### src/shared/mtb_defs.vh
`ifndef MTB_DEFS_VH
`define MTB_DEFS_VH

// FIFO geometry
`define MTB_FIFO_DEPTH 11'h050
`define MTB_PTR_LAST 7'h4F
`define MTB_HOLD_BYTES 11'h040
`define MTB_START_THRESH 11'h008

// Frame shaping, in bytes
`define MTB_MIN_DATA 11'h03C

// Link timing, in nibbles of the transmit clock
`define MTB_PRE_LAST_NIB 5'h0F
`define MTB_JAM_NIBS 5'h08
`define MTB_CRC_NIBS 5'h08
`define MTB_IFG_NIBS 5'h18

// Link symbols
`define MTB_PRE_NIB 4'h5
`define MTB_SFD_NIB 4'hD
`define MTB_JAM_NIB 4'hF

// Retry limit
`define MTB_MAX_ATTEMPTS 5'h10

// CRC-32, reflected form
`define MTB_CRC_INIT 32'hFFFFFFFF
`define MTB_CRC_POLY 32'hEDB88320

// Register word indices, decoded from paddr[7:2]
`define MTB_OFS_CTRL 6'h00
`define MTB_OFS_STATUS 6'h01

// Control register fields
`define MTB_CTRL_EN 0
`define MTB_CTRL_CRC_TRUNC 1
`define MTB_CTRL_PAD_SUP 2
`define MTB_CTRL_IE_PKT 3
`define MTB_CTRL_IE_PAR 4
`define MTB_CTRL_IE_EXC 5
`define MTB_CTRL_RST 6'h00

// Status register fields
`define MTB_ST_PKT 0
`define MTB_ST_PAR 1
`define MTB_ST_EXC 2
`define MTB_ST_ATT_LO 8
`define MTB_ST_BUSY 13

`endif

### src/rtl/mtb_tx.v
// Behaviour
// RL1: Transmit FIFO holds 80 entries of a data byte plus parity bit.
// RL2: First 64 bytes of the frame stay in the FIFO for retransmission.
// RL3: Setting transmit enable starts data requests on the buffered DMA port.
// RL4: Write side keeps filling and tells the state machine when threshold is met.
// RL5: Data is requested while the FIFO has room for one more byte.
// RL6: Transmission waits for eight bytes or a whole frame, whichever first.
// RL7: With enable and threshold, assert MII enable and send preamble plus SFD.
// RL8: Send data up to end-of-frame, then CRC unless CRC truncate is set.
// RL9: CRC covers destination address through the end of the data field.
// RL10: Short frames are zero-padded to 64 bytes unless pad suppress is set.
// RL11: Frame completion sets packet-transmitted status and interrupts if enabled.
// RL12: Fill and empty decisions use a safely transferred copy of the other counter.
// RL13: Odd parity is stored per FIFO byte and checked on readout.
// RL14: Parity error stops transmission, sets status bit, interrupts if enabled.
// RL15: Collision stops data; after preamble a 32-bit all-ones jam is sent.
// RL16: After jam wait at least 96 bit times, then resend from retained data.
// RL17: After 16 attempts set excessive-collision, interrupt, flush, ready for next frame.
// RL18: System side offers bytes on eight-bit paths; MAC answers ready; EOF marks frames.
// RL19: Transmit data goes to the PHY as nibbles timed by the MII transmit clock.
// RL20: PHY receives preamble through CRC; jam is generated here.
// RL21: PHY supplies transmit clock at 25 MHz or 2.5 MHz.
// RL22: MII enable drops right after the last CRC or jam nibble.
`timescale 1ns/100ps
`include "mtb_defs.vh"

module mtb_tx (
  input wire clock,
  input wire sys_rst,
  input wire ce,
  input wire psel,
  input wire penable,
  input wire pwrite,
  input wire [7:0] paddr,
  input wire [31:0] pwdata,
  output reg [31:0] prdata,
  output reg pready,
  output reg pslverr,
  input wire dma_valid,
  input wire [7:0] dma_data,
  input wire dma_eof,
  output reg dma_ready,
  output reg dma_req,
  input wire mii_tx_clk,
  input wire mii_col,
  output reg [3:0] mii_txd,
  output reg mii_tx_en,
  output reg irq
);

  localparam [5:0] S_IDLE = 6'h01;
  localparam [5:0] S_PRE = 6'h02;
  localparam [5:0] S_DATA = 6'h04;
  localparam [5:0] S_CRC = 6'h08;
  localparam [5:0] S_JAM = 6'h10;
  localparam [5:0] S_WAIT = 6'h20;

  reg [8:0] fifo_mem [0:79]; // RL1
  reg tclk_s1_r, tclk_s2_r, tclk_s3_r;
  reg col_s1_r, col_s2_r;
  reg [5:0] ctrl_r;
  reg st_pkt_r, st_par_r, st_exc_r;
  reg [5:0] state_r;
  reg [6:0] wptr_r, rptr_r, start_r;
  reg [10:0] wr_cnt_r, rd_cnt_r, wr_copy_r, rd_copy_r, byte_cnt_r;
  reg eof_seen_r, eof_copy_r, discard_r;
  reg hi_r, pad_r, coll_pend_r;
  reg [3:0] hold_nib_r;
  reg [31:0] crc_r;
  reg [4:0] nib_r, att_r;

  function [31:0] crc_byte;
    input [31:0] c;
    input [7:0] d;
    integer i;
    reg [31:0] x;
    begin
      x = c;
      for (i = 0; i < 8; i = i + 1) begin
        if (x[0] ^ d[i])
          x = {1'b0, x[31:1]} ^ `MTB_CRC_POLY;
        else
          x = {1'b0, x[31:1]};
      end
      crc_byte = x;
    end
  endfunction

  function [6:0] ptr_inc;
    input [6:0] p;
    begin
      ptr_inc = (p == `MTB_PTR_LAST) ? 7'h00 : p + 7'h01;
    end
  endfunction

  // Falling edge of the link clock, so data is stable at the PHY's rising edge
  wire tick = tclk_s3_r & ~tclk_s2_r; // RL19
  wire take = dma_valid & dma_ready; // RL18
  wire wr_keep = take & ~discard_r;
  wire eof_take = take & dma_eof; // RL18
  // Retained window is released only once the read side is past it
  wire [10:0] rel_cnt = (rd_copy_r > `MTB_HOLD_BYTES) ? rd_copy_r : 11'h000; // RL2 RL12
  wire [10:0] used = wr_cnt_r - rel_cnt;
  wire room = (used + {10'h000, wr_keep}) < `MTB_FIFO_DEPTH; // RL5
  wire avail = rd_cnt_r != wr_copy_r; // RL12
  wire thresh_ok = (wr_copy_r >= `MTB_START_THRESH) | eof_copy_r; // RL4 RL6
  wire [8:0] rword = fifo_mem[rptr_r];
  wire par_ok = ^rword; // RL13
  // Past the retained window a retry would resend freed entries
  wire retry_ok = rd_cnt_r <= `MTB_HOLD_BYTES;
  wire need_pad = (byte_cnt_r < `MTB_MIN_DATA) & ~ctrl_r[`MTB_CTRL_PAD_SUP];
  wire [4:0] att_inc = att_r + 5'h01;
  wire acc = psel & penable;
  wire [5:0] widx = paddr[7:2];
  wire mapped = (widx == `MTB_OFS_CTRL) | (widx == `MTB_OFS_STATUS);

  // No reset on the array; an entry is always written before it is read
  always @(posedge clock) begin
    if (ce & wr_keep)
      fifo_mem[wptr_r] <= {~^dma_data, dma_data}; // RL13
  end

  // Drops the current frame and rearms the FIFO for the next one
  task frame_clear;
    begin
      wr_cnt_r <= 11'h000;
      rd_cnt_r <= 11'h000;
      wptr_r <= wptr_r;
      start_r <= wptr_r;
      rptr_r <= wptr_r;
      eof_seen_r <= 1'b0;
      att_r <= 5'h00;
      discard_r <= ~eof_seen_r & ~eof_take;
      hi_r <= 1'b0;
      pad_r <= 1'b0;
      mii_tx_en <= 1'b0; // RL22
      mii_txd <= 4'h0;
      nib_r <= 5'h00;
      state_r <= S_WAIT;
    end
  endtask

  task start_jam;
    begin
      mii_txd <= `MTB_JAM_NIB; // RL15
      nib_r <= 5'h01;
      state_r <= S_JAM;
    end
  endtask

  always @(posedge clock) begin
    if (sys_rst) begin
      tclk_s1_r <= 1'b0;
      tclk_s2_r <= 1'b0;
      tclk_s3_r <= 1'b0;
      col_s1_r <= 1'b0;
      col_s2_r <= 1'b0;
      ctrl_r <= `MTB_CTRL_RST;
      st_pkt_r <= 1'b0;
      st_par_r <= 1'b0;
      st_exc_r <= 1'b0;
      prdata <= 32'h00000000;
      pready <= 1'b0;
      pslverr <= 1'b0;
      irq <= 1'b0;
      dma_ready <= 1'b0;
      dma_req <= 1'b0;
      mii_txd <= 4'h0;
      mii_tx_en <= 1'b0;
      state_r <= S_IDLE;
      wptr_r <= 7'h00;
      rptr_r <= 7'h00;
      start_r <= 7'h00;
      wr_cnt_r <= 11'h000;
      rd_cnt_r <= 11'h000;
      wr_copy_r <= 11'h000;
      rd_copy_r <= 11'h000;
      byte_cnt_r <= 11'h000;
      eof_seen_r <= 1'b0;
      eof_copy_r <= 1'b0;
      discard_r <= 1'b0;
      hi_r <= 1'b0;
      pad_r <= 1'b0;
      coll_pend_r <= 1'b0;
      hold_nib_r <= 4'h0;
      crc_r <= `MTB_CRC_INIT;
      nib_r <= 5'h00;
      att_r <= 5'h00;
    end else if (ce) begin
      // Three flops on the link clock and two on the collision pin from the link's clock domain
      tclk_s1_r <= mii_tx_clk;
      tclk_s2_r <= tclk_s1_r;
      tclk_s3_r <= tclk_s2_r;
      col_s1_r <= mii_col;
      col_s2_r <= col_s1_r;
      // Counter copies lag one cycle; both sides stay conservative
      wr_copy_r <= wr_cnt_r; // RL12
      rd_copy_r <= rd_cnt_r; // RL12
      eof_copy_r <= eof_seen_r;

      // Register slave, one wait state
      pready <= acc & ~pready;
      if (acc & ~pready) begin
        pslverr <= ~mapped;
        prdata <= 32'h00000000;
        if (widx == `MTB_OFS_CTRL)
          prdata <= {26'h0000000, ctrl_r};
        else if (widx == `MTB_OFS_STATUS) begin
          prdata[`MTB_ST_PKT] <= st_pkt_r;
          prdata[`MTB_ST_PAR] <= st_par_r;
          prdata[`MTB_ST_EXC] <= st_exc_r;
          prdata[`MTB_ST_ATT_LO +: 5] <= att_r;
          prdata[`MTB_ST_BUSY] <= (state_r != S_IDLE);
        end
      end
      if (acc & pready & pwrite) begin
        if (widx == `MTB_OFS_CTRL)
          ctrl_r <= pwdata[5:0];
        if (widx == `MTB_OFS_STATUS) begin
          if (pwdata[`MTB_ST_PKT])
            st_pkt_r <= 1'b0;
          if (pwdata[`MTB_ST_PAR])
            st_par_r <= 1'b0;
          if (pwdata[`MTB_ST_EXC])
            st_exc_r <= 1'b0;
        end
      end
      // Level output; a status set beats a clear in the same cycle
      irq <= (st_pkt_r & ctrl_r[`MTB_CTRL_IE_PKT]) | (st_par_r & ctrl_r[`MTB_CTRL_IE_PAR]) |
             (st_exc_r & ctrl_r[`MTB_CTRL_IE_EXC]); // RL11 RL14 RL17

      // Write side; a frame is closed to new bytes once its EOF is in
      if (take) begin
        if (!discard_r) begin
          wptr_r <= ptr_inc(wptr_r);
          wr_cnt_r <= wr_cnt_r + 11'h001;
          if (dma_eof)
            eof_seen_r <= 1'b1; // RL18
        end else if (dma_eof) begin
          discard_r <= 1'b0;
        end
      end
      // Both drop the cycle after any EOF is taken, a discarded one too
      dma_req <= ctrl_r[`MTB_CTRL_EN] & ~eof_seen_r & ~eof_take & room; // RL3 RL5
      dma_ready <= ctrl_r[`MTB_CTRL_EN] & ~eof_take & (discard_r | (~eof_seen_r & room)); // RL18

      // Link side, one nibble per transmit clock
      if (tick) begin
        case (state_r)
          S_IDLE: begin
            // Threshold is seen through the lagging copies, so a start is never early
            if (ctrl_r[`MTB_CTRL_EN] & thresh_ok) begin
              mii_tx_en <= 1'b1; // RL7
              mii_txd <= `MTB_PRE_NIB; // RL7 RL20
              nib_r <= 5'h01;
              crc_r <= `MTB_CRC_INIT;
              byte_cnt_r <= 11'h000;
              hi_r <= 1'b0;
              pad_r <= 1'b0;
              coll_pend_r <= 1'b0;
              state_r <= S_PRE;
            end
          end
          S_PRE: begin
            // A collision here is held until the preamble has gone out
            coll_pend_r <= coll_pend_r | col_s2_r; // RL15
            nib_r <= nib_r + 5'h01;
            if (nib_r == `MTB_PRE_LAST_NIB) begin
              mii_txd <= `MTB_SFD_NIB; // RL7
              state_r <= S_DATA;
            end else if (nib_r == `MTB_PRE_LAST_NIB + 5'h01) begin
              // First jam nibble follows the SFD; the jam count starts here
              mii_txd <= `MTB_JAM_NIB;
              nib_r <= 5'h01; // RL15
              state_r <= S_JAM;
            end else begin
              mii_txd <= `MTB_PRE_NIB;
            end
            if (nib_r == `MTB_PRE_LAST_NIB && !(coll_pend_r | col_s2_r))
              nib_r <= 5'h00;
            if (nib_r == `MTB_PRE_LAST_NIB && (coll_pend_r | col_s2_r))
              state_r <= S_PRE;
          end
          S_DATA: begin
            if (col_s2_r) begin
              start_jam; // RL15
            end else if (hi_r) begin
              mii_txd <= hold_nib_r; // RL19
              hi_r <= 1'b0;
            end else if (!pad_r && avail) begin
              if (!par_ok) begin
                st_par_r <= 1'b1; // RL14
                frame_clear; // RL14
              end else begin
                mii_txd <= rword[3:0]; // RL8
                hold_nib_r <= rword[7:4];
                hi_r <= 1'b1;
                crc_r <= crc_byte(crc_r, rword[7:0]); // RL9
                rptr_r <= ptr_inc(rptr_r);
                rd_cnt_r <= rd_cnt_r + 11'h001;
                byte_cnt_r <= byte_cnt_r + 11'h001;
              end
            end else if (!pad_r && !eof_copy_r) begin
              // Underrun: the frame cannot be finished, so it is dropped
              frame_clear;
            end else if (need_pad) begin
              pad_r <= 1'b1; // RL10
              mii_txd <= 4'h0; // RL10
              hold_nib_r <= 4'h0;
              hi_r <= 1'b1;
              crc_r <= crc_byte(crc_r, 8'h00); // RL9
              byte_cnt_r <= byte_cnt_r + 11'h001;
            end else if (!ctrl_r[`MTB_CTRL_CRC_TRUNC]) begin
              mii_txd <= ~crc_r[3:0]; // RL8 RL20
              crc_r <= {4'h0, crc_r[31:4]};
              nib_r <= 5'h01;
              state_r <= S_CRC;
            end else begin
              st_pkt_r <= 1'b1; // RL11
              frame_clear; // RL22
            end
          end
          S_CRC: begin
            // Inverted remainder, least significant nibble first
            if (col_s2_r) begin
              start_jam; // RL15
            end else if (nib_r == `MTB_CRC_NIBS) begin
              st_pkt_r <= 1'b1; // RL11
              frame_clear; // RL22
            end else begin
              mii_txd <= ~crc_r[3:0]; // RL8
              crc_r <= {4'h0, crc_r[31:4]};
              nib_r <= nib_r + 5'h01;
            end
          end
          S_JAM: begin
            if (nib_r == `MTB_JAM_NIBS) begin
              // Late collision: retained bytes are gone, so no retry is possible
              if (att_inc >= `MTB_MAX_ATTEMPTS || !retry_ok) begin
                st_exc_r <= 1'b1; // RL17
                frame_clear; // RL17
              end else begin
                mii_tx_en <= 1'b0; // RL22
                mii_txd <= 4'h0;
                att_r <= att_inc;
                rptr_r <= start_r; // RL2 RL16
                rd_cnt_r <= 11'h000;
                nib_r <= 5'h00;
                state_r <= S_WAIT;
              end
            end else begin
              mii_txd <= `MTB_JAM_NIB; // RL15 RL20
              nib_r <= nib_r + 5'h01;
            end
          end
          S_WAIT: begin
            // Fixed gap; no random back-off slots are added
            nib_r <= nib_r + 5'h01;
            if (nib_r == `MTB_IFG_NIBS - 5'h01) // RL16
              state_r <= S_IDLE;
          end
          default: begin
            mii_tx_en <= 1'b0;
            mii_txd <= 4'h0;
            nib_r <= 5'h00;
            state_r <= S_IDLE;
          end
        endcase
      end
    end
  end

endmodule

### config.mk
export PLATFORM = sky130hd
export DESIGN_NAME = mtb_tx
export DESIGN_NICKNAME = d
export VERILOG_FILES = /design/src/rtl/mtb_tx.v
export VERILOG_INCLUDE_DIRS = /design/src /design/src/shared
export SDC_FILE = /design/constraint.sdc
export NUM_CORES = 1
export LEC_CHECK = 0
export ABC_AREA = 1
export BUFFER_PORTS_ARGS = -buffer_cell sky130_fd_sc_hd__buf_2
export CAP_MARGIN = 30
export CORE_UTILIZATION = 25
export CTS_CLUSTER_DIAMETER = 60
export DETAILED_ROUTE_END_ITERATION = 8
export MAX_ROUTING_LAYER = met4
export PLACE_DENSITY = 0.45
export SYNTH_ARGS = -nofsm -noshare
export SYNTH_HDL_FRONTEND = slang
export SYNTH_SLANG_ARGS = --single-unit
### constraint.sdc
create_clock -name clock -period 6.1 [get_ports clock]
set_input_delay 0.61 -clock clock [delete_from_list [all_inputs] [get_ports clock]]
set_output_delay 0.61 -clock clock [all_outputs]
set_load 0.02 [all_outputs]
# After elaboration in Yosys (flattened, before gate mapping)
# Memories as Yosys holds them, arrays and structs flattened. A register that Yosys moved wholly into a read port is not among the register bits.
# Index checks and enable logic that the tools add are counted.
totals:
  reg_bits: 172
  latch_bits: 0
  mem_bits_rw: 720
  rom_bits: 0
  word_cells: 564
  n_memories: 1
memory_table:
  columns: ["memory", "words", "word_bits", "rd", "rd_clocked_by_memory_dff", "wr", "line", "rtl"]
  rows:
  - ["fifo_mem", 80, 9, 1, 1, 1, "mtb_tx.v:58", "reg [8:0] fifo_mem [0:79];"]
op_classes:
  add_sub_neg: 9
  n_mul: 0
  div: 0
  n_lt_le_gt_ge: 6
  n_eq_ne: 43
  n_shift: 0
  n_mux: 372
  n_bitwise: 62
  reduce_logical: 35
op_table:
  columns: ["op", "n"]
  rows:
  - ["32-bit 2-to-1 mux", 145]
  - ["11-bit 2-to-1 mux", 31]
  - ["7-bit 2-to-1 mux", 33]
  - ["13-bit NOT with 14-bit output", 15]
  - ["5-bit 2-to-1 mux", 22]
  - ["6-bit 2-to-1 mux", 16]
  - ["32-bit one-hot mux with 3 select lines", 1]
  - ["1-bit 2-to-1 mux", 87]
  - ["4-bit 2-to-1 mux", 17]
  - ["11-bit one-hot mux with 3 select lines", 2]
  - ["7-bit one-hot mux with 3 select lines", 3]
  - ["6-bit one-hot mux with 6 select lines", 1]
  - ["11-bit by 1-bit adder with 11-bit output (second input constant)", 3]
  - ["5-bit one-hot mux with 6 select lines", 1]
  - ["4-bit inequality test (second input constant)", 7]
  - ["4-bit one-hot mux with 6 select lines", 1]
  - ["8-bit AND reduction", 3]
  - ["2-bit inequality test (second input constant)", 11]
  - ["11-bit one-hot mux with 2 select lines", 1]
  - ["11-bit AND reduction", 2]
  - ["1-bit AND", 21]
  - ["10-bit AND reduction", 2]
  - ["9-bit AND reduction", 2]
  - ["3-bit inequality test (second input constant)", 5]
  - ["other kinds (49)", 95]

# Depth between registers and ports, before layout
# Gate-level depths: netlist of run 1.
depth:
  ltp_word: 85
  depth_mapped: 30

# Least setup slack after synthesis of run 1
# No wires, ideal clock.
synth_path:
  path_kind: "input to register"
  startpoint: "input port dma_data[1]"
  endpoint: "memory fifo_mem[0][8] (data pin)"
  arrival_ns: 3.236
  required_time_ns: 5.443
  path_slack_ns: 2.207
  cell_stages: 3
  path_buffers: 0
  cell_sequence: "xor2_1 > xor2_1 > xnor2_1"
synth_between:
  elab_chain_cells: 1
synth_rtl:
  columns: ["element", "line", "rtl"]
  rows:
  - ["from (decl)", "mtb_tx.v:40", "input wire [7:0] dma_data,"]
  - ["8-bit XNOR reduction", "mtb_tx.v:120", "fifo_mem[wptr_r] <= {~^dma_data, dma_data};"]
  - ["to (decl)", "mtb_tx.v:58", null]
# Every way passes these cells.

==> metrics.cfg, run 1 <==
[placed_design]
place_congestion=0.873
dp_hpwl_um=74700
dp_cells=6271
placed_area_sq_um=43800
port_buffers=51

[timing]
worstMarginPinSlew_ns=1.02
hold_viol_final=0
fin_skew_ns=0.0626
fmaxAchievable_mhz=217
fin_crit_ns=4.60
period_share_pct=75.4
setup_violations=0
maxSlewViolCount=0
slew_headroom_pct=31.9
tns_ns=0
rsz0062_at_grt=no

[yosys]
syn_inst=4182
yosys.area.top_type=edfxtp_1
ys.flop_type=edfxtp_1
ys_warn_count=0
synth-seq-cells=897
synth_top_area_share_pct=52.5
ys_types=58
synth_edf_count=720
ys_async_sr_fraction_pct=0
syn_area_per_cell_sq_um=9.85
ys_seq_area_share_pct=61.1
synthTopCellsByArea=edfxtp_1 (53%), nand2_1 (9.4%), dfxtp_1 (8.6%)
syn_area_sq_um=41200

[routing]
ant_nets=0
vias=29900
drc=0
drtIter0Drc=2253
wirelength_um=124000
drt-vias-per-instance=4.62
wire_per_inst_um=19.1
dr.pass1.iters=5

[power]
p_per_area_nw_per_um2=275
leakagePower_uw=0.0167
vdd_drop_max_v=0.000240

[critical_path]
regToRegSetupSlack_ns=1.50
critical_path.max_stage_delay_ns=0.59
critical_path_class=flop to flop
worstPathArrival_ns=5.23
worstPathRequired_ns=6.73
crit_path_end_kind=flop
crit_path_frequent_cell=nand2_1
startpoint_type=flop
slowest_stage=clkinv_2
path_cells=clkinv_2 -> buf_12 -> nand3_1 -> nand3_1 -> nand2_1 -> nand2_1 -> nand3_1 -> nand3_1 -> nand2_4 -> nand2_2 -> nand2_1 -> nand2_1 -> nand2_1 -> nand2_1 -> nand2_2 -> nand2_2 -> nand3_2 -> nand2_2 -> inv_2 -> buf_12 -> o21ai_0 -> o211ai_2
crit_fanout=44

[cts]
clk_pin_slew_ns=0.06
max-clock-path-buffers=3
cts_tree=done
cts_max_level=3
postCtsSetupRepairBufs=0
clk_latency_ns=0.73
cts_buffers=102
hold_buffers=0
cts_root_buf=clkbuf_16
cts.sinks=897
cts.repair.resized=0

[die]
start_util_pct=25.2
die_area_sq_um=166000
ioPinCount=100
die_h_um=408
die_x_um=408
rows=148
core_region_area_sq_um=163000

[layout]
fin_cells=6466
design_area_sq_um=47100
layout.nets=4295
drive_gt1_share_pct=8.23
fillers=16900
area_growth_pct=14.4

[min_path]
hp-class=primary input to flop

[global_route]
antenna_found_initial=1
grt_pass1_wl_um=187000
grt_overflow=0
grt_max_degree=154
grt_pass1_vias=29000
grt_util_all_layers_pct=15.0

[outcome]
status=finished clean

[job]
max_cap_violations=0

==> state kept, by name (all words and copies together), names as in the netlist, 11 cells and up, named ones only <==
signal	cells
rd_cnt_r	11
prdata	12
wr_copy_r	11
byte_cnt_r	11
rd_copy_r	11
wr_cnt_r	11
fifo_mem	720
crc_r	32
==> logic make-up (layout without fill, tap and decap cells) <==
| group | count (synthesis) | in the layout | share of synthesized area (%) |
|---|---|---|---|
| AND/OR/NAND/NOR | 2099 | 2099 | 21.7 |
| adder cells (fa/ha/maj) | 29 | 29 | 0.881 |
| buffers and inverters | 450 | 539 | 5.22 |
| AO/OA/AOI/OAI | 572 | 572 | 8.19 |
| flip-flops | 897 | 897 | 61.1 |
| XOR/XNOR | 134 | 134 | 2.91 |
| other | 1 | 21 | 0.00911 |
==> synth_stat cells, types with 3 or more instances <==
| cell type | instances |
|---|---|
| o21ai_1 | 23 |
| nor4_1 | 14 |
| edfxtp_1 | 720 |
| a221oi_1 | 12 |
| inv_1 | 196 |
| nor2_1 | 373 |
| or2_2 | 7 |
| clkbuf_1 | 84 |
| buf_4 | 47 |
| xor2_1 | 83 |
| dfxtp_1 | 177 |
| buf_6 | 24 |
| buf_2 | 74 |
| a211oi_1 | 24 |
| xnor2_1 | 49 |
| nand2_2 | 14 |
| o221ai_1 | 19 |
| nand4_1 | 25 |
| o21ai_0 | 233 |
| o2111ai_1 | 5 |
| inv_2 | 7 |
| buf_1 | 8 |
| nand3_1 | 578 |
| and2_1 | 3 |
| nand2_4 | 6 |
| ha_1 | 29 |
| o211ai_2 | 19 |
| nor3_1 | 31 |
| o31ai_1 | 3 |
| a31oi_1 | 8 |
| nand3_2 | 3 |
| a21oi_1 | 154 |
| o22ai_1 | 30 |
| nand3b_1 | 4 |
| nand2_1 | 1033 |
| clkinv_1 | 6 |
| o211ai_1 | 29 |
==> cell type report <==
cell class	count	area (sq um)	share of cell area [%]
sequential	897	25200	53.4
antenna	1	2.50	0.00531
inverter	212	818	1.74
multi-input combinational	2854	14000	29.6
tap	2175	2720	5.78
clock buffer	138	2760	5.85
clock inverter	48	442	0.937
timing repair buffer	141	1250	2.65
==> layout by cell type, fill, tap and decap left out, drive strengths merged, types with 2 or more instances in the layout <==
| cell type | instances |
|---|---|
| o22ai | 30 |
| a211oi | 24 |
| and2 | 3 |
| inv | 212 |
| o21ai | 256 |
| o211a | 2 |
| nor3 | 31 |
| xnor2 | 49 |
| a2111oi | 2 |
| nand3b | 4 |
| o21bai | 2 |
| o31ai | 3 |
| o221ai | 19 |
| o2111ai | 5 |
| nor2 | 377 |
| nand4 | 26 |
| or2 | 8 |
| xor2 | 85 |
| bufinv | 3 |
| nand3 | 581 |
| o211ai | 48 |
| ha | 29 |
| nand2 | 1053 |
| clkinv | 44 |
| buf | 141 |
| a31oi | 8 |
| clkbuf | 138 |
| o21a | 2 |
| nor4 | 15 |
| dfxtp | 177 |
| conb | 20 |
| a21oi | 155 |
| a21o | 2 |
| a221oi | 12 |
| edfxtp | 720 |
==> final timing paths <==
kind,start,to,cells after the start
worst max-delay path,flop,crc_r[11]$_SDFFE_PP1P_,22
worst max register to register,flop,crc_r[11]$_SDFFE_PP1P_,22
worst min register to register,tclk_s3_r$_SDFFE_PP0P_,tclk_s3_r$_SDFFE_PP0P_,2
worst min-delay path,mii_tx_clk,tclk_s1_r$_SDFFE_PP0P_,3
==> through the flow <==
stage	hold WS [ns]	total power, uW	setup WS [ns]	utilization (%)
floorplan	0.435	6980	2.21	-
global placement	0.444	7150	1.52	26.7
detailed placement	0.453	7150	1.52	26.8
CTS	0.0492	13100	1.52	28.8
global route	0.0915	13400	1.15	28.9
finish	0.109	12900	1.50	28.9
==> where the power goes <==
group | internal, uW | total (uW) | leakage [uW] | switching (uW)
clock network | 3320 | 5920 | 0.00155 | 2600
logic | 69.9 | 339 | 0.00723 | 269
registers | 6670 | 6680 | 0.00790 | 10.3
==> routing by layer <==
metal | global-route usage, % | wire length, um
met5 | - | 0
met4 | 4.39 | 2880
met3 | 1.77 | 5220
met1 | 19.5 | 56100
met2 | 24.6 | 59500
==> worst max-delay path: cells and delay by family, from the launching register on <==
kind                   cells  cell delay (ns)
AND/OR/NAND/NOR           16             1.99
buffers and inverters      4             1.68
flip-flops                 1             0.52
AO/OA/AOI/OAI              2             0.21
Note: power is estimated with default switching activity, not from simulation.
==> run 2: changes to the inputs <==
Settings changed: ABC_AREA 1 to 0, PLACE_DENSITY 0.45 to 0.46.
Clock period 6.1 ns to 3.8 ns, I/O delays scaled along.
==> run 2 against run 1 <==
Compared with the run above: the flow now finishes with violations (setup timing); via count decreased by 15%; combinational power increased by 25%; register-to-register slack got worse by 1.9 ns; cell count decreased by 17%; critical path type unchanged.
==> metrics.cfg, run 2 <==
[outcome]
status=finished, violations left
violations=setup timing

[placed_design]
place_congestion=0.854
dp_cells=5123
dp_hpwl_um=80800
port_buffers=51

[yosys]
synth_top_area_share_pct=55.1
ys_seq_area_share_pct=64.1
synth_common_cells=edfxtp_1 (720), nor2_1 (265), mux2i_1 (220)
ys_warn_count=0
syn_inst=2759
syn_area_per_cell_sq_um=14.2
ys_async_sr_fraction_pct=0
ys_types=86
synth-seq-cells=897
syn_area_sq_um=39200
synth_edf_count=720
synthTopCellsByArea=edfxtp_1 (55%), dfxtp_1 (9.0%), mux4_2 (6.5%)
yosysMostFrequentCell=edfxtp_1
ys.flop_type=edfxtp_1
yosys.area.top_type=edfxtp_1

[critical_path]
startpoint_type=flop
crit_path_end_kind=flop
worstPathArrival_ns=4.80
reg2regPathDepth=18
path_cells=buf_8 -> buf_12 -> buf_12 -> mux2i_2 -> a22oi_2 -> nand3_1 -> nand2_2 -> a211oi_2 -> xor2_1 -> mux2i_1 -> xnor2_1 -> buf_4 -> mux2_4 -> or3_4 -> nand2_8 -> mux2_4 -> a222oi_1 -> a211oi_2
critical_path_class=flop to flop
worstPathRequired_ns=4.36
crit_fanout=7
critical_path.max_stage_delay_ns=0.50
slowest_stage=dfxtp_4

[layout]
area_growth_pct=30.0
largestRegisters=fifo_mem x720, crc_r x32, prdata x12
mostFrequentLayoutCell=edfxtp_1
top_register=fifo_mem
fin_cells=5395
layout.nets=3346
drive_gt1_share_pct=32.1
largest_reg_flops=720
num_antenna_cells=0
fin_util_pct=32.7
layout_common_cells=edfxtp_1 (720), buf_4 (384), nor2_1 (242)

[timing]
worstMarginPinSlew_ns=1.11
slew_headroom_pct=25.2
rsz0062_at_grt=yes
setup_violations=124
fin_crit_ns=4.24
hold_viol_final=0
worst_slack_ns=-0.436
maxSlewViolCount=0
fmaxAchievable_mhz=236
fin_skew_ns=0.0573
period_share_pct=111

[global_route]
grt_util_all_layers_pct=15.5
grt_overflow=0
grt_pass1_vias=25300
grt_pass1_wl_um=177000
grt_max_degree=81
antenna_found_initial=3

[min_path]
hp-class=primary input to flop
hold_depth=2

[die]
die_area_sq_um=159000
ioPinCount=100
rows=145
die_x_um=398
core_region_area_sq_um=156000
die_h_um=398
start_util_pct=25.1

[routing]
wirelength_um=120000
wire_per_inst_um=22.3
ant_nets=0
dr.pass1.iters=7
drc=0
drtIter0Drc=2218
drt-vias-per-instance=4.72
vias=25500

[power]
vdd_drop_max_v=0.000355
leakagePower_uw=0.0170
p_per_area_nw_per_um2=409
total_power_uw=20800

[cts]
cts.sinks=897
clk_pin_slew_ns=0.07
cts_root_buf=clkbuf_16
cts_buffers=97
max-clock-path-buffers=3
cts_max_level=3
cts_tree=done
clk_latency_ns=0.73

[job]
max_cap_violations=0

run 2: changes by cell type after synthesis, moves of 108 or more:
cell,before,now
nand2_1,1033,169
nand3_1,578,71
inv_1,196,23
mux4_2,0,114
nor2_1,373,265
mux2i_1,0,220
o21ai_0,233,64
run 2: repair_timing:
item / in CTS / in global routing
hold buffers: 9 / 0
gates resized for setup: 234 / 195
setup endpoints to repair: 125 / 125
setup buffers: 66 / 23
pin swaps: 76 / 96
gates cloned: 9 / 1
hold endpoints to repair: 11 / 0
run 2: kinds of logic (layout without fill, tap and decap cells):
kind of cell	count (synthesis)	after routing	share of synthesized area [%]
AOI/OAI and AO/OA	411	411	7.32
xor gates and xnor gates	182	182	4.18
adders and majority gates	29	29	0.925
buffers and inverters	200	759	2.77
DFF	897	897	64.1
muxes	346	346	12.5
other	1	20	0.00956
and+or+nand+nor	693	693	8.15
run 2: final cells by class:
class / count / area, sq um
Timing Repair Buffer: 557 / 5120
Sequential cell: 897 / 25200
Inverter: 25 / 93.8
Clock inverter: 60 / 673
Multi-Input combinational cell: 1681 / 14800
Tap cell: 2058 / 2570
Clock buffer: 117 / 2590
Fill cell: 15400 / 105000
run 2: layer usage:
layer	GRT usage, %	vias up	routed length (um)
li1	-	11600	-
met1	21.0	13100	55700
met2	24.8	657	57600
met3	2.07	151	5110
met4	2.99	0	2070
met5	-	-	0
run 2: worst paths after layout:
path / from / to / slack [ns]
max: flop / rptr_r[2]$_SDFFE_PP0P_ / -0.44
min: sys_rst / byte_cnt_r[1]$_SDFFE_PP0P_ / 0.08
max reg2reg: flop / rptr_r[2]$_SDFFE_PP0P_ / -0.44
min reg2reg: prdata[5]$_SDFFE_PP0P_ / prdata[5]$_SDFFE_PP0P_ / 0.45
run 2: worst max-delay path, delay by kind of cell (launching register included):
kind | cells | cell delay, ns
muxes | 4 | 0.94
AOI/OAI and AO/OA | 4 | 0.87
and+or+nand+nor | 4 | 0.77
buffers and inverters | 4 | 0.63
DFF | 1 | 0.50
xor gates and xnor gates | 2 | 0.31
run 2: per-stage QoR:
step / TNS, ns / area, sq um / setup WS [ns] / hold slack (ns)
after floorplan: 0 / 39300 / 0.00303 / 0.442
after global placement: -83.95 / 44600 / -0.949 / 0.438
after detailed placement: -84.43 / 44700 / -0.927 / 0.441
after CTS: -29.11 / 50000 / -0.406 / 0.0152
after global routing: -47.32 / 51000 / -0.553 / 0.0602
final: -30.68 / 51000 / -0.436 / 0.0816
run 2: power by group:
group / internal (uW) / total (uW) / leakage [uW] / switching, uW
clock: 5580 / 9720 / 0.00158 / 4140
combinational: 71.2 / 423 / 0.00754 / 352
sequential: 10700 / 10700 / 0.00790 / 2.08
total: 16300 / 20800 / 0.0170 / 4490
